### src/shared/isw_pkg.sv
// constants and types of the interrupt and stop/wake unit
package isw_pkg;

  // ==================== bus geometry ====================
  localparam int ADR_W = 8;
  localparam int DAT_W = 32;
  localparam int REG_W = 16;
  localparam int IDX_W = 6;

  // ==================== source groups ====================
  localparam int NGRP = 6;
  localparam int GRP_SYS = 0;
  localparam int GRP_P0 = 1;
  localparam int GRP_P1 = 2;
  localparam int GRP_TMR = 3;
  localparam int GRP_SPI = 4;
  localparam int GRP_MISC = 5;
  localparam int NPIN = 16;
  localparam int NTMR = 11;
  localparam int NSPI = 4;
  localparam int NMISC = 11;
  // implemented flag bits of each group, index 0 on the right
  localparam logic [NGRP-1:0][REG_W-1:0] GRP_MASK = {16'h07ff, 16'h000f, 16'h07ff, 16'h00ff, 16'h00ff, 16'h0001};

  // ==================== register word indices (byte address = 4 x index) ====================
  localparam logic [IDX_W-1:0] IDX_VECTOR = 6'h00;
  localparam logic [IDX_W-1:0] IDX_MODMASK = 6'h01;
  localparam logic [IDX_W-1:0] IDX_SRCID = 6'h02;
  localparam logic [IDX_W-1:0] IDX_CTRL = 6'h03;
  localparam logic [IDX_W-1:0] IDX_FLAG_BASE = 6'h04;
  localparam logic [IDX_W-1:0] IDX_EDGE_P0 = 6'h10;
  localparam logic [IDX_W-1:0] IDX_EDGE_P1 = 6'h11;

  // ==================== field positions ====================
  localparam int CTRL_GEN = 0;
  localparam int CTRL_STOP = 1;
  localparam int CTRL_XWAIT = 2;
  localparam int CTRL_INSVC = 3;
  localparam int CTRL_RUNRC = 4;
  localparam int SRC_SYS = 0;
  localparam int SRC_PERIPH = 1;
  localparam int SRC_GRP = 8;

  // ==================== reset values ====================
  localparam logic [REG_W-1:0] VECTOR_RST = 16'h0000;
  localparam logic [REG_W-1:0] MODMASK_RST = 16'h0000;
  localparam logic [REG_W-1:0] ENABLE_RST = 16'h0000;
  localparam logic [REG_W-1:0] EDGE_RST = 16'h0000;

  // ==================== stop/wake states ====================
  typedef enum logic [1:0] {
    WK_RUN = 2'b00,
    WK_STOPPED = 2'b01,
    WK_WARMUP = 2'b10
  } isw_wake_t;

endpackage

### src/shared/isw_pin_if.sv
// carrier between the pin conditioner and the interrupt unit
`timescale 1ns/1ps
interface isw_pin_if;
  import isw_pkg::*;
  logic [NPIN-1:0] edge_sel;
  logic [NPIN-1:0] pin_evt;
  logic xtal_rdy;
  modport ctl (output edge_sel, input pin_evt, input xtal_rdy);
  modport pins (input edge_sel, output pin_evt, output xtal_rdy);
endinterface

### src/hdl/isw_top.sv
// interrupt controller with stop mode and pin wake-up
//
// The Wishbone register port and the address map were chosen for this implementation.
`timescale 1ns/1ps
module isw_top (
  input wire logic clk,
  input wire logic rstn,
  // wishbone slave
  input wire logic wb_cyc_i,
  input wire logic wb_stb_i,
  input wire logic wb_we_i,
  input wire logic [isw_pkg::ADR_W-1:0] wb_adr_i,
  input wire logic [3:0] wb_sel_i,
  input wire logic [isw_pkg::DAT_W-1:0] wb_dat_i,
  output logic [isw_pkg::DAT_W-1:0] wb_dat_o,
  output logic wb_ack_o,
  // event sources, same clock
  input wire logic wdog_evt,
  input wire logic [isw_pkg::NTMR-1:0] tmr_evt,
  input wire logic [isw_pkg::NSPI-1:0] spi_evt,
  input wire logic [isw_pkg::NMISC-1:0] misc_evt,
  // external pins and crystal status, asynchronous
  input wire logic [isw_pkg::NPIN-1:0] ext_pin,
  input wire logic xtal_ready,
  // processor core
  input wire logic core_take,
  input wire logic core_return,
  output logic irq_req,
  output logic [isw_pkg::REG_W-1:0] irq_vector,
  // clock and power control
  output logic xtal_halt,
  output logic rc_halt,
  output logic core_halt,
  output logic run_on_rc
);
  import isw_pkg::*;

  typedef struct packed {
    // sticky flags and enables per group
    logic [NGRP-1:0][REG_W-1:0] flag;
    logic [NGRP-1:0][REG_W-1:0] en;
    // pin edge select, 0 rising, 1 falling
    logic [NPIN-1:0] edge_sel;
    // software registers
    logic [REG_W-1:0] vector;
    logic [REG_W-1:0] mod_mask;
    logic gen;
    logic xwait;
    // service and stop/wake state
    logic in_svc;
    isw_wake_t wst;
    // bus response
    logic ack;
    logic [DAT_W-1:0] dat;
    // registered outputs
    logic irq;
    logic xtal_halt;
    logic rc_halt;
    logic core_halt;
    logic run_rc;
  } isw_top_t;

  isw_top_t r;
  isw_top_t n;

  // ====================
  // pin conditioner
  isw_pin_if pif ();

  isw_pin_cond u_pins (
    .clk(clk),
    .rstn(rstn),
    .ext_pin(ext_pin),
    .xtal_ready(xtal_ready),
    .pif(pif)
  );

  assign pif.edge_sel = r.edge_sel;

  // ====================
  // helpers
  // byte-lane merge of a 16-bit register
  function automatic logic [REG_W-1:0] merge16(
    input logic [REG_W-1:0] old,
    input logic [DAT_W-1:0] d,
    input logic [3:0] sel
  );
    logic [REG_W-1:0] res;
    res = old;
    if (sel[0]) begin
      res[7:0] = d[7:0];
    end
    if (sel[1]) begin
      res[15:8] = d[15:8];
    end
    return res;
  endfunction

  // word index of a group's flag or enable register
  function automatic logic [IDX_W-1:0] grp_idx(input int g, input logic is_en);
    return IDX_FLAG_BASE + IDX_W'(2 * g) + {{(IDX_W-1){1'b0}}, is_en};
  endfunction

  // byte-lane merge of an 8-bit edge-select half
  function automatic logic [7:0] merge8(
    input logic [7:0] old,
    input logic [DAT_W-1:0] d,
    input logic [3:0] sel
  );
    logic [7:0] res;
    res = old;
    if (sel[0]) begin
      res = d[7:0];
    end
    return res;
  endfunction

  // group has an enabled flag and its module enabled
  function automatic logic grp_pend(
    input logic [REG_W-1:0] flags,
    input logic [REG_W-1:0] ens,
    input logic mod_en
  );
    return (|(flags & ens)) && mod_en;
  endfunction

  // ====================
  // next state
  // per-cycle source events and decode
  logic [NGRP-1:0][REG_W-1:0] evt;
  logic [NGRP-1:0] pend;
  logic [REG_W-1:0] clr;
  logic [REG_W-1:0] srcid;
  logic [REG_W-1:0] ctrl_rd;
  logic [REG_W-1:0] rd;
  logic hit;
  logic wr;
  logic mapped;
  logic wake;
  logic [IDX_W-1:0] idx;

  always_comb begin
    n = r;
    // bus decode
    idx = wb_adr_i[ADR_W-1:2];
    hit = wb_cyc_i && wb_stb_i && !r.ack;
    wr = hit && wb_we_i;
    clr = '0;
    rd = '0;
    mapped = 1'b0;

    evt = '0;
    evt[GRP_SYS][0] = wdog_evt;
    evt[GRP_P0][7:0] = pif.pin_evt[7:0];
    evt[GRP_P1][7:0] = pif.pin_evt[15:8];
    evt[GRP_TMR][NTMR-1:0] = tmr_evt;
    evt[GRP_SPI][NSPI-1:0] = spi_evt;
    evt[GRP_MISC][NMISC-1:0] = misc_evt;

    // flag set/clear and enable writes per group
    for (int g = 0; g < NGRP; g++) begin
      clr = (wr && idx == grp_idx(g, 1'b0)) ? merge16('0, wb_dat_i, wb_sel_i) : '0;
      // set ignores enables, set beats clear
      n.flag[g] = ((r.flag[g] & ~clr) | evt[g]) & GRP_MASK[g];
      if (wr && idx == grp_idx(g, 1'b1)) begin
        n.en[g] = merge16(r.en[g], wb_dat_i, wb_sel_i) & GRP_MASK[g];
      end
    end

    // ====================
    // register writes
    if (wr) begin
      unique case (idx)
        IDX_VECTOR: n.vector = merge16(r.vector, wb_dat_i, wb_sel_i);
        IDX_MODMASK: n.mod_mask = merge16(r.mod_mask, wb_dat_i, wb_sel_i);
        IDX_EDGE_P0: n.edge_sel[7:0] = merge8(r.edge_sel[7:0], wb_dat_i, wb_sel_i);
        IDX_EDGE_P1: n.edge_sel[15:8] = merge8(r.edge_sel[15:8], wb_dat_i, wb_sel_i);
        IDX_CTRL: begin
          if (wb_sel_i[0]) begin
            n.gen = wb_dat_i[CTRL_GEN];
            n.xwait = wb_dat_i[CTRL_XWAIT];
          end
        end
        default: begin
        end
      endcase
    end

    // ====================
    // stop and wake
    // wake on an enabled pin edge
    wake = |({r.en[GRP_P1][7:0], r.en[GRP_P0][7:0]} & pif.pin_evt);
    unique case (r.wst)
      WK_RUN: begin
        if (wr && idx == IDX_CTRL && wb_sel_i[0] && wb_dat_i[CTRL_STOP]) begin
          n.wst = WK_STOPPED;
          // a fresh stop drops the rc-run mark
          n.run_rc = 1'b0;
        end
      end
      WK_STOPPED: begin
        // only an enabled pin edge wakes
        if (wake) begin
          if (r.xwait && !pif.xtal_rdy) begin
            n.wst = WK_WARMUP;
          end else begin
            n.wst = WK_RUN;
            n.run_rc = !pif.xtal_rdy;
          end
        end
      end
      WK_WARMUP: begin
        if (pif.xtal_rdy) begin
          n.wst = WK_RUN;
        end
      end
      default: n.wst = WK_RUN;
    endcase
    if (pif.xtal_rdy) begin
      n.run_rc = 1'b0;
    end
    n.xtal_halt = (n.wst == WK_STOPPED);
    n.rc_halt = (n.wst == WK_STOPPED);
    n.core_halt = (n.wst != WK_RUN);

    // ====================
    // service state
    if (core_return) begin
      n.in_svc = 1'b0;
    end
    if (core_take) begin
      n.in_svc = 1'b1;
    end

    // ====================
    // request gating
    // gating from next flags
    for (int g = 0; g < NGRP; g++) begin
      pend[g] = grp_pend(n.flag[g], r.en[g], r.mod_mask[g]);
    end
    n.irq = r.gen && !n.in_svc && (|pend);

    // ====================
    // identification
    // system or peripheral origin
    srcid = '0;
    for (int g = 0; g < NGRP; g++) begin
      srcid[SRC_GRP + g] = grp_pend(r.flag[g], r.en[g], r.mod_mask[g]);
    end
    srcid[SRC_SYS] = srcid[SRC_GRP + GRP_SYS];
    srcid[SRC_PERIPH] = |srcid[SRC_GRP + NGRP - 1:SRC_GRP + 1];

    // control and status word
    ctrl_rd = '0;
    ctrl_rd[CTRL_GEN] = r.gen;
    ctrl_rd[CTRL_STOP] = (r.wst == WK_STOPPED);
    ctrl_rd[CTRL_XWAIT] = r.xwait;
    ctrl_rd[CTRL_INSVC] = r.in_svc;
    ctrl_rd[CTRL_RUNRC] = r.run_rc;

    // ====================
    // read mux
    for (int g = 0; g < NGRP; g++) begin
      if (idx == grp_idx(g, 1'b0)) begin
        rd = r.flag[g];
        mapped = 1'b1;
      end
      if (idx == grp_idx(g, 1'b1)) begin
        rd = r.en[g];
        mapped = 1'b1;
      end
    end
    if (!mapped) begin
      unique case (idx)
        IDX_VECTOR: rd = r.vector;
        IDX_MODMASK: rd = r.mod_mask;
        IDX_SRCID: rd = srcid;
        IDX_CTRL: rd = ctrl_rd;
        IDX_EDGE_P0: rd = {8'h00, r.edge_sel[7:0]};
        IDX_EDGE_P1: rd = {8'h00, r.edge_sel[15:8]};
        default: rd = '0;
      endcase
    end

    // unmapped words acknowledge and read zero
    n.ack = hit;
    n.dat = (hit && !wb_we_i) ? {16'h0000, rd} : '0;
  end

  // ====================
  // registers
  always_ff @(posedge clk or negedge rstn) begin
    if (!rstn) begin
      r.flag <= '0;
      r.en <= {NGRP{ENABLE_RST}};
      r.edge_sel <= EDGE_RST;
      r.vector <= VECTOR_RST;
      r.mod_mask <= MODMASK_RST;
      r.gen <= 1'b0;
      r.xwait <= 1'b0;
      r.in_svc <= 1'b0;
      r.wst <= WK_RUN;
      r.ack <= 1'b0;
      r.dat <= '0;
      r.irq <= 1'b0;
      r.xtal_halt <= 1'b0;
      r.rc_halt <= 1'b0;
      r.core_halt <= 1'b0;
      r.run_rc <= 1'b0;
    end else begin
      r <= n;
    end
  end

  // ====================
  // outputs, all from flip-flops
  assign wb_dat_o = r.dat;
  assign wb_ack_o = r.ack;
  assign irq_req = r.irq;
  assign irq_vector = r.vector;
  assign xtal_halt = r.xtal_halt;
  assign rc_halt = r.rc_halt;
  assign core_halt = r.core_halt;
  assign run_on_rc = r.run_rc;

endmodule

### src/hdl/isw_pin_cond.sv
// synchronisers and edge detectors for external interrupt pins
`timescale 1ns/1ps
module isw_pin_cond (
  input wire logic clk,
  input wire logic rstn,
  input wire logic [isw_pkg::NPIN-1:0] ext_pin,
  input wire logic xtal_ready,
  isw_pin_if.pins pif
);
  import isw_pkg::*;

  typedef struct packed {
    logic [NPIN-1:0] s1;
    logic [NPIN-1:0] s2;
    logic [NPIN-1:0] prev;
    logic [1:0] warm;
    logic x1;
    logic x2;
  } isw_cond_t;

  isw_cond_t r;
  isw_cond_t n;

  always_comb begin
    n = r;
    n.s1 = ext_pin;
    n.s2 = r.s1;
    n.prev = r.s2;
    if (!(&r.warm)) begin
      n.warm = r.warm + 2'h1;
    end
    n.x1 = xtal_ready;
    n.x2 = r.x1;
  end

  always_ff @(posedge clk or negedge rstn) begin
    if (!rstn) begin
      r <= '0;
    end else begin
      r <= n;
    end
  end

  // selected edge detect
  // edge select 0 picks rising, 1 picks falling
  // no edges until prev holds a synced sample, else a high pin fakes one after reset
  assign pif.pin_evt = {NPIN{&r.warm}} & ((~pif.edge_sel & r.s2 & ~r.prev) | (pif.edge_sel & ~r.s2 & r.prev));
  assign pif.xtal_rdy = r.x2;

endmodule

### config.mk
export PLATFORM = sky130hd
export DESIGN_NAME = isw_top
export DESIGN_NICKNAME = d
export VERILOG_FILES = /design/src/shared/isw_pkg.sv /design/src/shared/isw_pin_if.sv /design/src/hdl/isw_top.sv /design/src/hdl/isw_pin_cond.sv
export SDC_FILE = /design/constraint.sdc
export NUM_CORES = 1
export LEC_CHECK = 0
export ABC_AREA = 1
export BUFFER_PORTS_ARGS = -buffer_cell sky130_fd_sc_hd__buf_4
export CORE_MARGIN = 2
export CORE_UTILIZATION = 40
export CTS_CLUSTER_SIZE = 14
export DETAILED_ROUTE_END_ITERATION = 6
export GPL_TIMING_DRIVEN = 0
export SLEW_MARGIN = 20
export SYNTH_ARGS = -nofsm -noshare
export SYNTH_HDL_FRONTEND = slang
export SYNTH_SLANG_ARGS = --single-unit
### constraint.sdc
create_clock -name clk -period 1.65 [get_ports clk]
set_input_delay 0.0825 -clock clk [delete_from_list [all_inputs] [get_ports clk]]
set_output_delay 0.0825 -clock clk [all_outputs]
set_load 0.02 [all_outputs]
# Yosys cells after proc, flatten, opt, wreduce, memory -nomap -nowiden
# Cells that the tools add are included.
totals:
  ff_bits: 212
  output_inout_bits: 54
classes:
  n_addsub: 1
  reduce_logical: 74
  bitwise: 40
  eq_ne: 23
  n_mux: 47
op_table:
  columns: ["op", "n"]
  rows:
  - ["two-way mux 16 bit", 13]
  - ["OR reduction 16 bit", 13]
  - ["AND 16 bit", 6]
  - ["one-hot mux 16 bit (6 select lines)", 1]
  - ["AND 11 bit", 6]
  - ["AND 8 bit", 6]
  - ["equality test 6 x 4 -> 1 bit, second input constant", 8]
  - ["inverter 16 bit", 3]
  - ["logical AND 1 bit", 34]
  - ["equality test 6 x 3 -> 1 bit, second input constant", 4]
  - ["two-way mux 8 bit", 3]
  - ["two-way mux 11 bit", 2]
  - ["inverter 11 bit", 2]
  - ["bitwise OR 11 bit", 2]
  - ["AND reduction 3 bit", 7]
  - ["two-way mux 1 bit", 20]
  - ["AND reduction 2 bit", 9]
  - ["inverter 8 bit", 2]
  - ["bitwise OR 16 bit", 1]
  - ["bitwise OR 8 bit", 2]
  - ["AND 4 bit", 3]
  - ["equality test 6 x 2 -> 1 bit, second input constant", 2]
  - ["equality test 6 x 5 -> 1 bit, second input constant", 2]
  - ["two-way mux 2 bit", 4]
  - ["other kinds (23)", 30]

# Depth between registers and ports, before layout
logic_depth:
  depth_word: 15
  ltp_mapped: 16
  mapped_depth_nobuf: 15

# By module
# Synthesis repeated with hierarchy kept, for this count alone.
unflattened:
  cells_unflattened: 1312
  area_unflattened_um2: 10324.9
modules_own_cells:
  columns: ["module", "area_per_inst_um2", "cells_per_inst", "seq_area_each_um2", "n_inst"]
  rows:
  - ["isw_top", 8529.4, 1140, 4003.8, 1]
  - ["isw_pin_cond", 1795.5, 172, 1301.2, 1]

# Worst setup path after synthesis
# No wires, ideal clock.
synth_path:
  path_type: "reg2reg"
  startpoint: "reg r, in the netlist wb_ack_o"
  endpoint: "reg pif.edge_sel[14] (netlist name)"
  stages_incl_launch_ff: 11
  arrival_time_ns: 1.703
  period_less_slack_ns: 1.834
  t_required_ns: 1.519
  n_path_buf: 3
  setup_ns: 0.131
  setup_slack_ns: -0.184
  cell_sequence: "dfrtp_1 -> inv_1 -> nand4_2 -> inv_1 -> nand2_1 -> clkbuf_1 -> or2_1 -> clkbuf_1 -> clkbuf_1 -> nand2_1 -> o21ai_0"
synth_via:
  elab_chain_len: 4
synth_rtl:
  columns: ["element", "line", "source"]
  rows:
  - ["start, declared", "isw_top.sv:63", "isw_top_t r;"]
  - ["start signal, assigned", "isw_top.sv:311", "r <= n;"]
  - ["zero test 1 bit", "isw_top.sv:146", "hit = wb_cyc_i && wb_stb_i && !r.ack;"]
  - ["logical AND 1 bit", "isw_top.sv:146", null]
  - ["logical AND 1 bit", "isw_top.sv:147", "wr = hit && wb_we_i;"]
  - ["AND reduction 3 bit (no source line)", null, null]
# No other way between the ends.
# A chain may end at the register's enable or synchronous reset.

==> flow_summary_export.csv <==
group,metric,value,unit
critical_path,crit_chain,"inv_2 > nand4_4 > clkinv_4 > buf_8 > buf_4 > nand3_2 > nand2_1 > nand2_1 > nand2_1 > nand2_1 > nor2_1 > nand2_2 > nand2_2 > nand3_2 > nor2_2 > nor2_1",
clocking,cts.reportedPaths.clkPinSlew,60,ps
logic_synthesis,synth_seq_cells,212,
critical_path,cpMaxStageDelayCell,"dfrtp_2",
critical_path,cp_max_fo,6,
floorplan,rows,58,
global_route,grt_overflow_total,0,
route,remaining_drc_errors,0,
global_route,grt_max_degree,100,
power_and_ir_drop,sequentialPowerShare,46.1,%
sta,setup_viol,90,
global_route,antenna_found_initial,0,
status,violations,"hold timing, setup timing",
logic_synthesis,synth_top_area_share,52.4,%
critical_path,crit_top_cell,"nand2_1",
logic_synthesis,yosys.area.top_type,"dfrtp_1",
job,maxCapViolations,0,
layout,area_growth,38.7,%
sta,holdWs,-4.40,ps
floorplan,die_h,163,um
layout,diodes,0,
layout,fin_nets,1612,
critical_path,start_kind,"register",
clocking,clock_path_buffers,3,
global_route,grt_use_total,24.5,%
worst_hold_path,hp-class,"in -> async",
clocking,insertion_delay,540,ps
logic_synthesis,seq_area_frac_synth,52.4,%
layout,drive_above_1_share,24.6,%
critical_path,reg2regPathDepth,16,
sta,tightest_slew,597,ps
layout,post-route-util,56.1,%
place,dp_hpwl,23100,um
sta,rsz0062_at_grt,"yes",
power_and_ir_drop,power.internal,8.88,mW
sta,slew_headroom,60.2,%
sta,hold_viol_final,2,
logic_synthesis,syn_area_per_cell,8.15,um2
logic_synthesis,yosysWarnings,0,
route,vias_per_cell,5.12,
floorplan,pin_count,149,
power_and_ir_drop,ir_worst_vdd,0.830,mV
critical_path,cp_data_required_time,2070,ps
sta,layout_setup_ws,-398,ps
floorplan,die_area,26600,um2
route,drt-pass1-iter-count,5,
power_and_ir_drop,power.switching,2.90,mW
logic_synthesis,syn-cell-area,10100,um2
clocking,htreeDepth,1,
route,wire_per_inst,17.6,um
floorplan,core-area,25000,um2
place,placed_area,11600,um2
critical_path,critPathCaptureType,"register",
route,wl,32700,um
logic_synthesis,async_flop_share,100,%
critical_path,worstSetupPathType,"reg -> reg",
sta,period_needed,2050,ps
route,ant_nets,0,
clocking,root_buffer,"clkbuf_16",
logic_synthesis,synth.area.top_cells,"dfrtp_1, nand2_1, o21ai_0",
global_route,grt_pass1_vias,8930,
logic_synthesis,synth_ff_type,"dfrtp_1",
critical_path,cpPeakStageDelay,400,ps
logic_synthesis,netlist_top_cells_count,"nand2_1, dfrtp_1, inv_1",
place,io_buffers,111,
power_and_ir_drop,swShare,24.6,%
floorplan,start_util,40.4,%
sta,fmax,488,MHz
route,vias,9522,
status,status,"finished with violations",
logic_synthesis,synth_edf_count,0,
clocking,cts_sinks,212,
logic_synthesis,synthMostInstantiatedCell,"nand2_1",
logic_synthesis,netlist-cell-type-count,41,
critical_path,cp.arrival,2470,ps
floorplan,die_x,163,um
power_and_ir_drop,powerDensity,839,nW/um2
sta,finalMaxSlewViolations,0,
global_route,grt_pass1_wl,49900,um
power_and_ir_drop,total_leakage_power,6.93,nW
clocking,cts_tree,"yes",
place,place_congestion,0.954,
sta,skew,19.5,ps
clocking,numCtsBuffers,24,
power_and_ir_drop,pwr-share-clk,44.1,%
layout,design_area,14000,um2
logic_synthesis,syn_inst,1242,
sta,min_period_over_period,124,%
power_and_ir_drop,comb_power_share,9.8,%
route,first_iter_violations,744,
[final cells by class]
type / count / area, um2
Clock inverter: 7 / 68.8
Buffer: 72 / 638
Timing Repair Buffer: 236 / 2130
Fill cell: 2300 / 11000
Inverter: 151 / 583
Clock buffer: 33 / 686
Tap cell: 330 / 413
Sequential cell: 212 / 5310
Multi-Input combinational cell: 819 / 4210
[layout by cell type, fill, tap and decap left out, types with 13 or more instances in the layout]
cell           netlist  layout
nor2_1              69      42
dfrtp_1            212     209
nand2_2              2      21
a21o_1              13      13
nand4_1             24      24
nor2_4               5      22
clkbuf_16            0      28
buf_4               50     186
o21ai_0            116      67
nor2_2               5      15
conb_1               1      16
nand3_1             71      64
dlygate4sd3_1        0      75
nand2_1            385     363
o22ai_1             22      20
inv_1              145     136
a21oi_1             32      32
o21ai_1              4      45
buf_6                2      23
[per-layer routing]
metal,global-route usage [%],up-vias,routed length (um)
li1,-,4538,-
met1,33.4,4525,13800
met2,40.1,379,15300
met3,3.73,80,2310
met4,8.57,0,1240
met5,0,-,0
[timing repair]
action	in CTS	in global routing
pin swaps	33	36
cloned	4	0
buffers inserted	30	15
hold buffers	75	0
endpoints found under the setup margin	82	106
hold endpoints to repair	218	0
gates resized for setup	109	111
[critical path, delay by kind of cell (launching register included)]
kind / cells / cell delay [ps]
DFF: 1 / 400
buffers and inverters: 4 / 490
and+or+nand+nor: 12 / 1050
[metrics by stage]
step | total power, mW | setup TNS (ps) | instances | worst slack [ps]
after detailed placement | 6.43 | -20600 | 1700 | -593
final | 11.8 | -16100 | 1860 | -398
after global placement | 6.40 | -245700 | 1698 | -1260
after floorplan | 5.94 | -15.3 | 1257 | -7.63
after CTS | 11.8 | -9670 | 1846 | -344
after global routing | 12.2 | -22610 | 1860 | -513
[cell families after synthesis]
logic type	share of synthesized area, %
and+or+nand+nor	23.6
other	0.0371
AOI/OAI and AO/OA	13.1
adders and majority gates	0.124
buffers and inverters	10.5
muxes	0.111
DFF	52.4
xor gates and xnor gates	0.0866
[power by group through the flow]
stage | logic, mW | clock network, mW | registers, mW
after floorplan | 0.444 | 0 | 5.49
after global placement | 0.885 | 0 | 5.51
after detailed placement | 0.909 | 0 | 5.52
after CTS | 1.11 | 5.27 | 5.42
after global routing | 1.26 | 5.53 | 5.44
final | 1.15 | 5.20 | 5.43
[flip-flops by register name (all words and copies together), names as in the netlist]
register and count:
run_on_rc 1, irq_req 1, rc_halt 1, pif.edge_sel 16
u_pins.n 33, ctrl_rd 3, wb_ack_o 1, u_pins.r 18
core_halt 1, r 104, u_pins.pif.xtal_rdy 1, wb_dat_o 16
irq_vector 16
[worst paths after layout]
| path | to | slack (ps) | start |
|---|---|---|---|
| min in group clk | r[143] | 10 | wb_sel_i[0] |
| setup reg to reg | irq_req | -400 | wb_ack_o |
| setup / recovery | irq_req | -400 | wb_ack_o |
| hold / removal | irq_vector[8] | -4 | rstn |
| hold reg to reg | u_pins.n[8] | 340 | u_pins.n[24] |
| max in group asynchronous | r[129] | 420 | rstn |
No activity file was read; power rests on OpenSTA's default activity.
